$ cat config.mk
export PLATFORM = sky130hd
export DESIGN_NAME = ccs_clock_select
export DESIGN_NICKNAME = d
export VERILOG_FILES = /design/src/ccs_pkg.sv /design/src/ccs_clock_select.sv
export VERILOG_INCLUDE_DIRS = /design/src /design/src/src
export SDC_FILE = /design/constraint.sdc
export NUM_CORES = 1
export LEC_CHECK = 0
export ABC_CLOCK_PERIOD_IN_PS = 1950
export BUFFER_PORTS_ARGS = -buffer_cell sky130_fd_sc_hd__buf_2
export CORE_ASPECT_RATIO = 0.75
export CORE_MARGIN = 1
export CORE_UTILIZATION = 43
export CTS_BUF_LIST = sky130_fd_sc_hd__clkbuf_8 sky130_fd_sc_hd__clkbuf_16
export CTS_CLUSTER_SIZE = 8
export DETAILED_ROUTE_END_ITERATION = 10
export GPL_TIMING_DRIVEN = 0
export PLACE_DENSITY = 0.73
export SYNTH_ARGS = -nofsm -noshare
export SYNTH_HDL_FRONTEND = slang
export SYNTH_SLANG_ARGS = --single-unit
$ cat constraint.sdc
create_clock -name clk_sys -period 1.95 [get_ports clk_sys]
set_input_delay 0.2925 -clock clk_sys [delete_from_list [all_inputs] [get_ports clk_sys]]
set_output_delay 0.2925 -clock clk_sys [all_outputs]
set_load 0.01 [all_outputs]
$ cat src/ccs_cfg.svh
// Register offsets, field positions, reset values and timing counts for CPU clock select
`ifndef CCS_CFG_SVH
`define CCS_CFG_SVH
`define CCS_PCC_ADDR 16'hfffb
`define CCS_OSCILLATION_MODE_SELECT_ADDR 16'hfff2
`define CCS_PCC_RESET 8'h04
`define CCS_OSCILLATION_MODE_SELECT_RESET 8'h00
`define CCS_BIT_STOP 7
`define CCS_BIT_FRSEL 6
`define CCS_BIT_STAT 5
`define CCS_BIT_SRC 4
`define CCS_DIV_MSB 2
`define CCS_DIV_MAX 3'h4
`define CCS_LAT_MAIN 8'h10
`define CCS_LAT_SUB 8'h01
`define CCS_STRETCH_OSC 2
`endif

$ cat src/ccs_pkg.sv
// Types for CPU clock select
package ccs_pkg;
  typedef struct packed {
    logic osc_stop;
    logic fb_res_off;
    logic src_sub;
    logic [2:0] div;
  } ccs_sel_t;
  typedef enum logic [0:0] {
    CCS_IDLE = 1'b0,
    CCS_WAIT = 1'b1
  } ccs_state_t;
endpackage : ccs_pkg

$ cat src/ccs_clock_select.sv
// CPU clock selection: registers, switch latency and clock enables
//
// Implementation choice: the AHB-Lite slave port.
`timescale 1ns/1ps
`include "ccs_cfg.svh"
// Summary of operation
// - After a control write that changes source or divisor, the old clock runs on during a latency period.
// - Latency is 16 old instructions between divisors, 1 toward subsystem clock.
// - One write may return to main clock and change divisor together.
// - Control register: 8 bits, FFFBH, reset 04H, stop/resistor/status/source/0/divisor.
// - Divisor 0..4 gives main clock over 1..16; source 1 gives subsystem/2.
// - Main clock equals oscillator when bypass is 1, half oscillator when 0.
// - Status bit is read-only: 0 on main clock, 1 on subsystem clock.
// - Resistor select 0 enables feedback resistor, 1 disconnects it.
// - Stop bit 0 lets main oscillator run, 1 halts it.
// - Mode register: write-only, FFF2H, reset 00H, bit 0 bypasses the divider.
// - Any mode register write stretches the main clock cycle by two osc periods.
module ccs_clock_select (
  // Clock and reset
  input wire logic clk_sys,
  input wire logic nrst,
  // AHB-Lite slave
  input wire logic hsel,
  input wire logic [31:0] haddr,
  input wire logic [1:0] htrans,
  input wire logic hwrite,
  input wire logic [2:0] hsize,
  input wire logic [31:0] hwdata,
  input wire logic hready,
  output logic [31:0] hrdata,
  output logic hreadyout,
  output logic hresp,
  // Clock sources, one-cycle ticks on clk_sys
  input wire logic osc_tick,
  input wire logic sub_tick,
  // Clock control outputs
  output logic cpu_clk_en,
  output logic main_osc_stop,
  output logic feedback_resistor_select,
  output logic active_clock_status,
  output logic divider_bypass,
  output logic switching
);
  // ==========================================================
  // Register bus
  logic wr_pend;
  logic next_wr_pend;
  logic [15:0] wr_addr;
  logic [15:0] next_wr_addr;
  logic [31:0] next_hrdata;
  ccs_pkg::ccs_sel_t req;
  ccs_pkg::ccs_sel_t next_req;
  ccs_pkg::ccs_sel_t act;
  ccs_pkg::ccs_sel_t next_act;
  logic bypass;
  logic next_bypass;
  logic pcc_wr;
  logic oscillation_mode_select_wr;
  logic [7:0] pcc_rd;

  assign hreadyout = 1'b1;
  assign hresp = 1'b0;
  assign pcc_wr = wr_pend && wr_addr == `CCS_PCC_ADDR;
  assign oscillation_mode_select_wr = wr_pend && wr_addr == `CCS_OSCILLATION_MODE_SELECT_ADDR;
  // Read view: status shows the clock really in use
  assign pcc_rd = {req.osc_stop, req.fb_res_off, act.src_sub, req.src_sub, 1'b0, req.div};

  always_comb begin
    next_wr_pend = hsel && hready && htrans[1] && hwrite;
    next_wr_addr = hready ? haddr[15:0] : wr_addr;
    next_hrdata = 32'h0000_0000;
    if (hsel && hready && htrans[1] && !hwrite && haddr[15:0] == `CCS_PCC_ADDR) begin
      next_hrdata = {24'h00_0000, pcc_rd};
    end
    next_req = req;
    next_bypass = bypass;
    if (pcc_wr) begin
      next_req.osc_stop = hwdata[`CCS_BIT_STOP];
      next_req.fb_res_off = hwdata[`CCS_BIT_FRSEL];
      next_req.src_sub = hwdata[`CCS_BIT_SRC];
      next_req.div = hwdata[`CCS_DIV_MSB:0];
    end
    if (oscillation_mode_select_wr) begin
      next_bypass = hwdata[0];
    end
  end

  always_ff @(posedge clk_sys or negedge nrst) begin
    if (!nrst) begin
      wr_pend <= 1'b0;
      wr_addr <= 16'h0000;
      hrdata <= 32'h0000_0000;
      req <= ccs_pkg::ccs_sel_t'({1'b0, 1'b0, 1'b0, 3'h4});
      bypass <= 1'b0;
    end else begin
      wr_pend <= next_wr_pend;
      wr_addr <= next_wr_addr;
      hrdata <= next_hrdata;
      req <= next_req;
      bypass <= next_bypass;
    end
  end

  assign main_osc_stop = req.osc_stop;
  assign feedback_resistor_select = req.fb_res_off;
  assign divider_bypass = bypass;
  assign active_clock_status = act.src_sub;

  // ==========================================================
  // Clock enable generation
  logic main_phase;
  logic next_main_phase;
  logic sub_phase;
  logic next_sub_phase;
  logic [3:0] div_cnt;
  logic [3:0] next_div_cnt;
  logic [1:0] stretch;
  logic [1:0] next_stretch;
  logic main_tick;

  function automatic logic [3:0] ccs_div_mask(input logic [2:0] d);
    ccs_div_mask = 4'((5'h01 << d) - 5'h01);
  endfunction : ccs_div_mask

  // Main tick: every osc tick with bypass, every second without; held for two osc ticks after a mode write
  assign main_tick = osc_tick && !req.osc_stop && stretch == 2'h0 &&
                     (bypass || main_phase);

  always_comb begin
    next_main_phase = main_phase ^ osc_tick;
    next_sub_phase = sub_phase ^ sub_tick;
    next_stretch = stretch;
    if (oscillation_mode_select_wr) begin
      next_stretch = 2'(`CCS_STRETCH_OSC);
    end else if (osc_tick && stretch != 2'h0) begin
      next_stretch = stretch - 2'h1;
    end
    next_div_cnt = div_cnt;
    cpu_clk_en = 1'b0;
    if (act.src_sub) begin
      cpu_clk_en = sub_tick && sub_phase;
    end else if (main_tick) begin
      if ((div_cnt & ccs_div_mask(act.div)) == ccs_div_mask(act.div)) begin
        cpu_clk_en = 1'b1;
        next_div_cnt = 4'h0;
      end else begin
        next_div_cnt = div_cnt + 4'h1;
      end
    end
  end

  // ==========================================================
  // Switch latency
  ccs_pkg::ccs_state_t state;
  ccs_pkg::ccs_state_t next_state;
  logic [7:0] lat;
  logic [7:0] next_lat;
  logic instr_tick;
  logic next_instr_tick;
  logic instr_half;
  logic next_instr_half;

  assign switching = state == ccs_pkg::CCS_WAIT;

  always_comb begin
    // One instruction is two CPU clocks of the old setting
    next_instr_half = cpu_clk_en ? !instr_half : instr_half;
    next_instr_tick = cpu_clk_en && instr_half;
    next_state = state;
    next_lat = lat;
    next_act = act;
    unique case (state)
      ccs_pkg::CCS_IDLE: begin
        if (req.src_sub != act.src_sub || req.div != act.div) begin
          next_state = ccs_pkg::CCS_WAIT;
          next_lat = (req.src_sub && !act.src_sub) ? `CCS_LAT_SUB : `CCS_LAT_MAIN;
        end
      end
      ccs_pkg::CCS_WAIT: begin
        if (instr_tick) begin
          next_lat = lat - 8'h01;
        end
        if (instr_tick && lat == 8'h01) begin
          // Source and divisor move together, main return included
          next_act.src_sub = req.src_sub;
          next_act.div = (req.div > `CCS_DIV_MAX) ? act.div : req.div;
          next_state = ccs_pkg::CCS_IDLE;
        end
      end
    endcase
  end

  always_ff @(posedge clk_sys or negedge nrst) begin
    if (!nrst) begin
      main_phase <= 1'b0;
      sub_phase <= 1'b0;
      div_cnt <= 4'h0;
      stretch <= 2'h0;
      state <= ccs_pkg::CCS_IDLE;
      lat <= 8'h00;
      act <= ccs_pkg::ccs_sel_t'({1'b0, 1'b0, 1'b0, 3'h4});
      instr_tick <= 1'b0;
      instr_half <= 1'b0;
    end else begin
      main_phase <= next_main_phase;
      sub_phase <= next_sub_phase;
      div_cnt <= next_div_cnt;
      stretch <= next_stretch;
      state <= next_state;
      lat <= next_lat;
      act <= next_act;
      instr_tick <= next_instr_tick;
      instr_half <= next_instr_half;
    end
  end

  // ==========================================================
  // Assertions
  property p_hold_old;
    @(posedge clk_sys) disable iff (!nrst)
    (state == ccs_pkg::CCS_WAIT && !instr_tick) |=> $stable(act);
  endproperty
  a_hold_old: assert property (p_hold_old) else $error("Clock changed before latency end");

  property p_lat_load;
    @(posedge clk_sys) disable iff (!nrst)
    (state == ccs_pkg::CCS_IDLE && req.src_sub && !act.src_sub) |=> lat == 8'h01;
  endproperty
  a_lat_load: assert property (p_lat_load) else $error("Subsystem latency not one");

  property p_lat_main;
    @(posedge clk_sys) disable iff (!nrst)
    (state == ccs_pkg::CCS_IDLE && !req.src_sub && req.div != act.div) |=> lat == 8'h10;
  endproperty
  a_lat_main: assert property (p_lat_main) else $error("Divisor latency not sixteen");

  property p_status;
    @(posedge clk_sys) disable iff (!nrst)
    $changed(active_clock_status) |-> $past(state) == ccs_pkg::CCS_WAIT && $past(instr_tick);
  endproperty
  a_status: assert property (p_status) else $error("Status moved without switch");

  property p_read_pcc;
    @(posedge clk_sys) disable iff (!nrst)
    (hsel && hready && htrans[1] && !hwrite && haddr[15:0] == 16'hfffb)
      |=> hrdata[5] == $past(act.src_sub) && hrdata[3] == 1'b0;
  endproperty
  a_read_pcc: assert property (p_read_pcc) else $error("Control read wrong");

  property p_stop;
    @(posedge clk_sys) disable iff (!nrst)
    pcc_wr |=> main_osc_stop == $past(hwdata[7]) && feedback_resistor_select == $past(hwdata[6]);
  endproperty
  a_stop: assert property (p_stop) else $error("Stop or resistor bit not taken");

  property p_stretch;
    @(posedge clk_sys) disable iff (!nrst)
    oscillation_mode_select_wr |=> !main_tick;
  endproperty
  a_stretch: assert property (p_stretch) else $error("Main tick during mode write");

  property p_bypass;
    @(posedge clk_sys) disable iff (!nrst)
    oscillation_mode_select_wr |=> divider_bypass == $past(hwdata[0]);
  endproperty
  a_bypass: assert property (p_bypass) else $error("Bypass bit not taken");

  property p_switch_start;
    @(posedge clk_sys) disable iff (!nrst)
    (state == ccs_pkg::CCS_IDLE && (req.src_sub != act.src_sub || req.div != act.div))
      |=> switching;
  endproperty
  a_switch_start: assert property (p_switch_start) else $error("Switch not started");

  property p_osc_halt;
    @(posedge clk_sys) disable iff (!nrst)
    main_osc_stop |-> !main_tick;
  endproperty
  a_osc_halt: assert property (p_osc_halt) else $error("Main tick while stopped");

  property p_sub_clk;
    @(posedge clk_sys) disable iff (!nrst)
    (act.src_sub && cpu_clk_en) |-> sub_tick;
  endproperty
  a_sub_clk: assert property (p_sub_clk) else $error("CPU edge off subsystem tick");

  property p_half_main;
    @(posedge clk_sys) disable iff (!nrst)
    (!divider_bypass && main_tick) |-> main_phase;
  endproperty
  a_half_main: assert property (p_half_main) else $error("Main tick not halved");

  property p_status_ro;
    @(posedge clk_sys) disable iff (!nrst)
    (pcc_wr && state == ccs_pkg::CCS_IDLE) |=> $stable(active_clock_status);
  endproperty
  a_status_ro: assert property (p_status_ro) else $error("Status moved by write");

  property p_div_legal;
    @(posedge clk_sys) disable iff (!nrst)
    act.div <= `CCS_DIV_MAX;
  endproperty
  a_div_legal: assert property (p_div_legal) else $error("Prohibited divisor in use");
endmodule : ccs_clock_select

==> results of run 1 <==
==> where the power goes <==
| group | switching, W | total [W] | leakage [nW] | internal [W] |
|---|---|---|---|---|
| logic | 0.000784 | 0.00161 | 0.906 | 0.000825 |
| clock network | 0.000382 | 0.000768 | 0.0585 | 0.000385 |
| registers | 0.000190 | 0.00154 | 0.668 | 0.00135 |
| total | 0.00136 | 0.00392 | 1.63 | 0.00256 |
==> final timing paths <==
| path | slack, ps | cells after the start | to |
|---|---|---|---|
| max | -330 | 7 | cpu_clk_en |
| min | 180 | 2 | pcc_rd[2] |
| max reg2reg | 0 | 7 | div_cnt[2] |
| min reg2reg | 470 | 1 | instr_half |
| max in group asynchronous | 960 | 1 | active_clock_status |
| min in group asynchronous | 210 | 1 | lat[5] |
==> flip-flops by register name, summed over array words and instances (netlist names), 2 cells and up <==
name / count
stretch: 2
div_cnt: 4
act: 3
lat: 8
wr_addr: 16
hrdata: 7
pcc_rd: 4
==> cell families (layout without fill, tap and decap cells) <==
group | after synthesis | in the layout
compound gates | 31 | 31
xor+xnor | 9 | 9
fa+ha+maj | 7 | 7
buf+inv | 41 | 103
flops | 54 | 54
mux | 24 | 24
other cells | 2 | 27
simple gates | 70 | 70
==> layout by cell type (no fill, tap or decap), types with 5 or more instances in the layout <==
cell type,netlist,layout
ha_1,7,6
nand3_1,5,5
buf_4,27,40
buf_2,1,42
mux2_1,7,7
inv_1,10,10
a21oi_1,8,8
dfrtp_1,52,51
nand2_1,11,10
and2_1,9,9
clkbuf_8,0,5
mux2_2,16,16
nor2_1,13,12
conb_1,2,27
==> metal layers <==
| metal | vias up | wire (µm) |
|---|---|---|
| met5 | - | 0 |
| met4 | 0 | 35 |
| li1 | 952 | - |
| met3 | 2 | 235 |
| met2 | 48 | 2440 |
| met1 | 913 | 2580 |
==> critical path, delay by kind of cell, from the launching register on <==
| family | cells | cell delay [ps] |
|---|---|---|
| compound gates | 2 | 380 |
| buf+inv | 2 | 180 |
| flops | 1 | 410 |
| fa+ha+maj | 1 | 270 |
| simple gates | 2 | 420 |
==> per-stage QoR <==
stage	TNS [ps]	power (W)	hold slack (ps)	setup slack [ps]	util (%)
2_1_floorplan	0	0.00240	-3.09	11.1	-
3_3_place_gp	-172	0.00263	453	-172	52.1
3_5_place_dp	-223	0.00270	459	-187	52.1
4_1_cts	-344	0.00381	177	-344	55.7
5_1_grt	-486	0.00417	181	-422	56.6
6_report	-330	0.00392	182	-327	56.6
==> area by class of cell <==
cell class,count,area share [%]
sequential,54,40.3
multi-input combinational,168,36.9
timing repair buffer,54,9.00
buffer,31,6.51
tap,78,2.90
clock buffer,5,2.05
clock inverter,3,1.30
inverter,10,1.12
==> what timing repair did <==
action                     CTS  global route
pin swaps                    4             5
setup endpoints to repair    4             4
resized for setup            6             5
setup buffers                9             4
==> run metrics, run 1 <==
outcome=complete, but fails checks; failing checks=setup timing; drt first-iter violations=89; Final period util=117%; clk buf depth=2; CTS Hold Buffers Added=0; cell taking the most area after synthesis=dfrtp_1; clock root cell=clkbuf_8; remaining global-route overflow=0; CP Launch Type=flip-flop; Compound-Gate Fraction of Synth Area=8.56%; first-pass GRT wire length=8620 µm; mean post-synth cell area=11.4 µm²; latest clock arrival within the worst-skew pair=320 ps; Critical Path RT=1660 ps; antenna violations before repair=0; maxcap violations=0; relative slew slack=21.7%; Syn-to-layout area delta=24.4%; Slew Limit Fails=0; Critical Path AT=1980 ps; placed cells=382; drt drc=0; Critical path origin=act[0]; Nets=407; skew final=14.7 ps; final worst setup slack=-327 ps; WL final=5290 µm; worst reg2reg path startpoint=act[0]; CTS HTree Levels=2; vias per cell=4.75; final instance area=0.00336 mm²; main area contributors after synthesis=dfrtp_1 (48%), buf_4 (7.5%), mux2_2 (6.7%); Slew @ Worst Pin=1180 ps; DR vias=1,915; post-synthesis mux area share=9.95%; Synth Area in Adders=3.24%; Max Freq=439 MHz; dpl cell area=0.00310 mm²; unrepaired setup endpoints after global routing=yes; Cell variety after synth=54; Yosys top cell area share=48.1%; CP max FO=2; TritonCTS buffer count=5; gr usage total=16.9%; critical hold path startpoint=hwdata[2]; Synth Area in Simple Gates=15.2%; VDD IR max=0.475 mV; IO Count=116; Die Width=93.6 µm; RePlAce Congestion=0.773; Gate Count Post-Synth=238; grt met1 use=24.2%; largest family of logic cells by synthesized area=simple AND/OR/NAND/NOR gates; worst path cell trace=or3_4 -> ha_4 -> nor2_2 -> a221oi_2 -> a32oi_2 -> inv_1 -> buf_2; proportion of layout cells with a drive suffix above 1=38.2%; core region area=0.00595 mm²; Mapped Area=0.00270 mm²; die height=70.7 µm; Port Buffers=41; vias in the first global route=1,786; Async SR Flop Fraction=100%; Worst path slowest cell=dfrtp_1; busiest grt layer=met2; cell with the most instances after synthesis=dfrtp_1; CTS tree=done; largest net degree at the start of global routing=55; sequential share of the synthesized area=50.1%; top cells by count, synth=dfrtp_1 (52), buf_4 (27), mux2_2 (16), nor2_1 (13), nand2_1 (11); detailed placer's ending HPWL=3840 µm; Pleak=1.63 nW; Register Area=0.00136 mm²; die area=0.00661 mm²; fill count=507; Worst Hold Class=input port to flip-flop; TritonCTS Sinks=54; GR Util met2=25.5%; kind of critical path=flip-flop to output port; number of flops mapped to enable cells by yosys=0; Hold Fails Final Rpt=0; remaining antenna violation count=0; Synth Area in XOR/XNOR=3.19%; final std cells w/o fill=403; ys flop type=dfrtp_1; # diodes=0; CP endpoint kind=output port; Power per Cell Area=1160 mW/mm²; 1st-pass router iterations=4; Routed WL per cell=13.1 µm; final worst path period need=2280 ps; Initial Utilization=45.5%; Final setup violation count=2; Yosys reg bits=54; met3 usage=3.01%; FP Rows=24; Synth warnings=0; multi-input logic area=0.00124 mm²; CTS clk-pin slew, worst paths=100 ps; Worst path max stage delay=410 ps
Power figures use the tool's default switching activity.
==> run 2: changes to the inputs <==
CTS_CLUSTER_DIAMETER = 50   (was default)
PLACE_DENSITY = default   (was 0.73)
PLACE_DENSITY_LB_ADDON = 0.05   (was default)
==> run metrics, run 2 (same netlist as run 1, synthesis figures left out) <==
DR WL met2=2100 µm (-14%); Routed WL per cell=12.5 µm (-4.9%); sw frac=35.1% (+0.42 points); WL final=4990 µm (-5.6%); Syn-to-layout area delta=24.3%; Port Buffers=41 (unchanged); Final Power=0.00377 W (-3.8%); CP max FO=2 (unchanged); first-pass GRT wire length=8220 µm (-4.7%); most frequent cells in the layout=dfrtp_1 (51), buf_2 (42), buf_4 (36); max reg flops=16 (unchanged); Sw Pwr=0.00132 W (-2.6%); failing checks=setup timing; Initial Utilization=45.5% (unchanged); largest reg by FF count=wr_addr; die height=70.7 µm (unchanged); VDD IR max=0.708 mV (+49%); placed cells=382 (unchanged); Pleak=1.62 nW (-0.58%); IO Count=116 (unchanged); Power per Cell Area=1120 mW/mm² (-3.7%); Nets=404 (-0.74%); proportion of layout cells with a drive suffix above 1=37.9% (-0.27 points); Critical Path RT=1660 ps (about the same); Slew @ Worst Pin=1180 ps (+9.56 ps); CTS HTree Levels=2 (unchanged); setup TNS=-296 ps (+33.5 ps); kind of critical path=flip-flop to output port; clk buf depth=2 (unchanged); antenna violations before repair=0 (unchanged); Power Internal=0.00245 W (-4.4%); FP Rows=24 (unchanged); CTS clk-pin slew, worst paths=100 ps (about the same); Final setup violation count=1 (-1); Hold Fails Final Rpt=0 (unchanged); latest clock arrival within the worst-skew pair=300 ps (-20 ps); Final period util=115% (-1.6 points); DR vias=1,856 (-3.1%); Slew Limit Fails=0 (unchanged); Top Registers=wr_addr (16), lat (8), hrdata (7); gr usage total=16.0% (-0.84 points); RePlAce Congestion=0.753 (-2.7%); largest net degree at the start of global routing=55 (unchanged); remaining global-route overflow=0 (unchanged); detailed placer's ending HPWL=3620 µm (-5.8%); TritonCTS Sinks=54 (unchanged); sequential power share=40.8% (+1.5 points); Clk pwr share=16.9% (-2.7 points); Worst Hold Class=input port to flip-flop; Critical Path AT=1950 ps (-30 ps); relative slew slack=21.0% (-0.64 points); highest metal used=met4; 1st-pass router iterations=4 (unchanged); Max Freq=445 MHz (+1.4%); drt drc=0 (unchanged); outcome=complete, but fails checks; Die Width=93.6 µm (unchanged); final std cells w/o fill=400 (-0.74%); clock root cell=clkbuf_8; worst hold stages=2 (unchanged); path depth of the worst reg2reg path=7 (unchanged); skew final=7.72 ps (-6.95 ps); die area=0.00661 mm² (unchanged); CP Launch Type=flip-flop; TritonCTS buffer count=5 (unchanged); WL met3=258 µm (+9.8%); final worst path period need=2250 ps (-30.8 ps); CP endpoint kind=output port; Logic pwr share=42.4% (+1.3 points); CTS tree=done; core region area=0.00595 mm² (unchanged); met1 WL=2610 µm (+1.1%); worst hold slack=198 ps (+15.6 ps); unrepaired setup endpoints after global routing=yes; CTS Hold Buffers Added=0 (unchanged); # diodes=0 (unchanged); maxcap violations=0 (unchanged); vias per cell=4.64 (-2.4%); vias in the first global route=1,702 (-4.7%); commonest non-fill, non-tap cell in the layout=dfrtp_1; remaining antenna violation count=0 (unchanged); final worst setup slack=-296 ps (+30.8 ps); drt first-iter violations=57 (-36%)
-- run 2: power groups by stage --
stage                     combinational (W)  clock, W  sequential, W
after detailed placement            0.00110         0        0.00157
after CTS                           0.00140  0.000659        0.00153
after global routing                0.00180  0.000690        0.00157
after global placement              0.00109         0        0.00157
after floorplan                    0.000874         0        0.00152
final                               0.00160  0.000635        0.00154
-- run 2: what timing repair did --
item,in CTS,in global routing
pin swaps,3,6
buffers inserted,8,3
gates resized for setup,4,13
setup endpoints to repair,2,15
-- run 2: routing by layer --
metal	up-vias	GRT usage (%)
met4	0	3.08
li1	951	-
met2	45	22.2
met5	-	0
met1	858	24.9
met3	2	4.52
-- run 2: critical path: stages (launching register included) --
cell and delay, ps:
dfrtp_1 400, or3_4 390, ha_4 280, nor2_4 30, a221oi_4 220, a32oi_2 150, inv_1 60, buf_2 120
-- run 2: final timing paths --
kind / start / endpoint / slack (ps)
worst max-delay path: act[0] / cpu_clk_en / -300
worst min-delay path: osc_tick / main_phase / 200
worst max register to register: act[0] / div_cnt[2] / 40
worst min register to register: sub_phase / sub_phase / 480
max in group asynchronous: nrst / active_clock_status / 930
min in group asynchronous: nrst / switching / 220
-- run 2: through the flow --
step	util [%]	setup WS [ps]	instance area, µm²
floorplan	-	11.1	2800
global placement	52.1	-173	3100
detailed placement	52.1	-172	3100
CTS	55.1	-319	3280
global route	56.5	-391	3360
finish	56.5	-296	3360
-- run 2: cell type report --
type                            instances  area, µm²
Clock inverter                          2       8.76
Inverter                               10       37.5
Multi-Input combinational cell        168       1280
Clock buffer                            6       82.6
Timing Repair Buffer                   51        284
Buffer                                 31        219
Fill cell                             531       2580
Sequential cell                        54       1360
Tap cell                               78       97.6
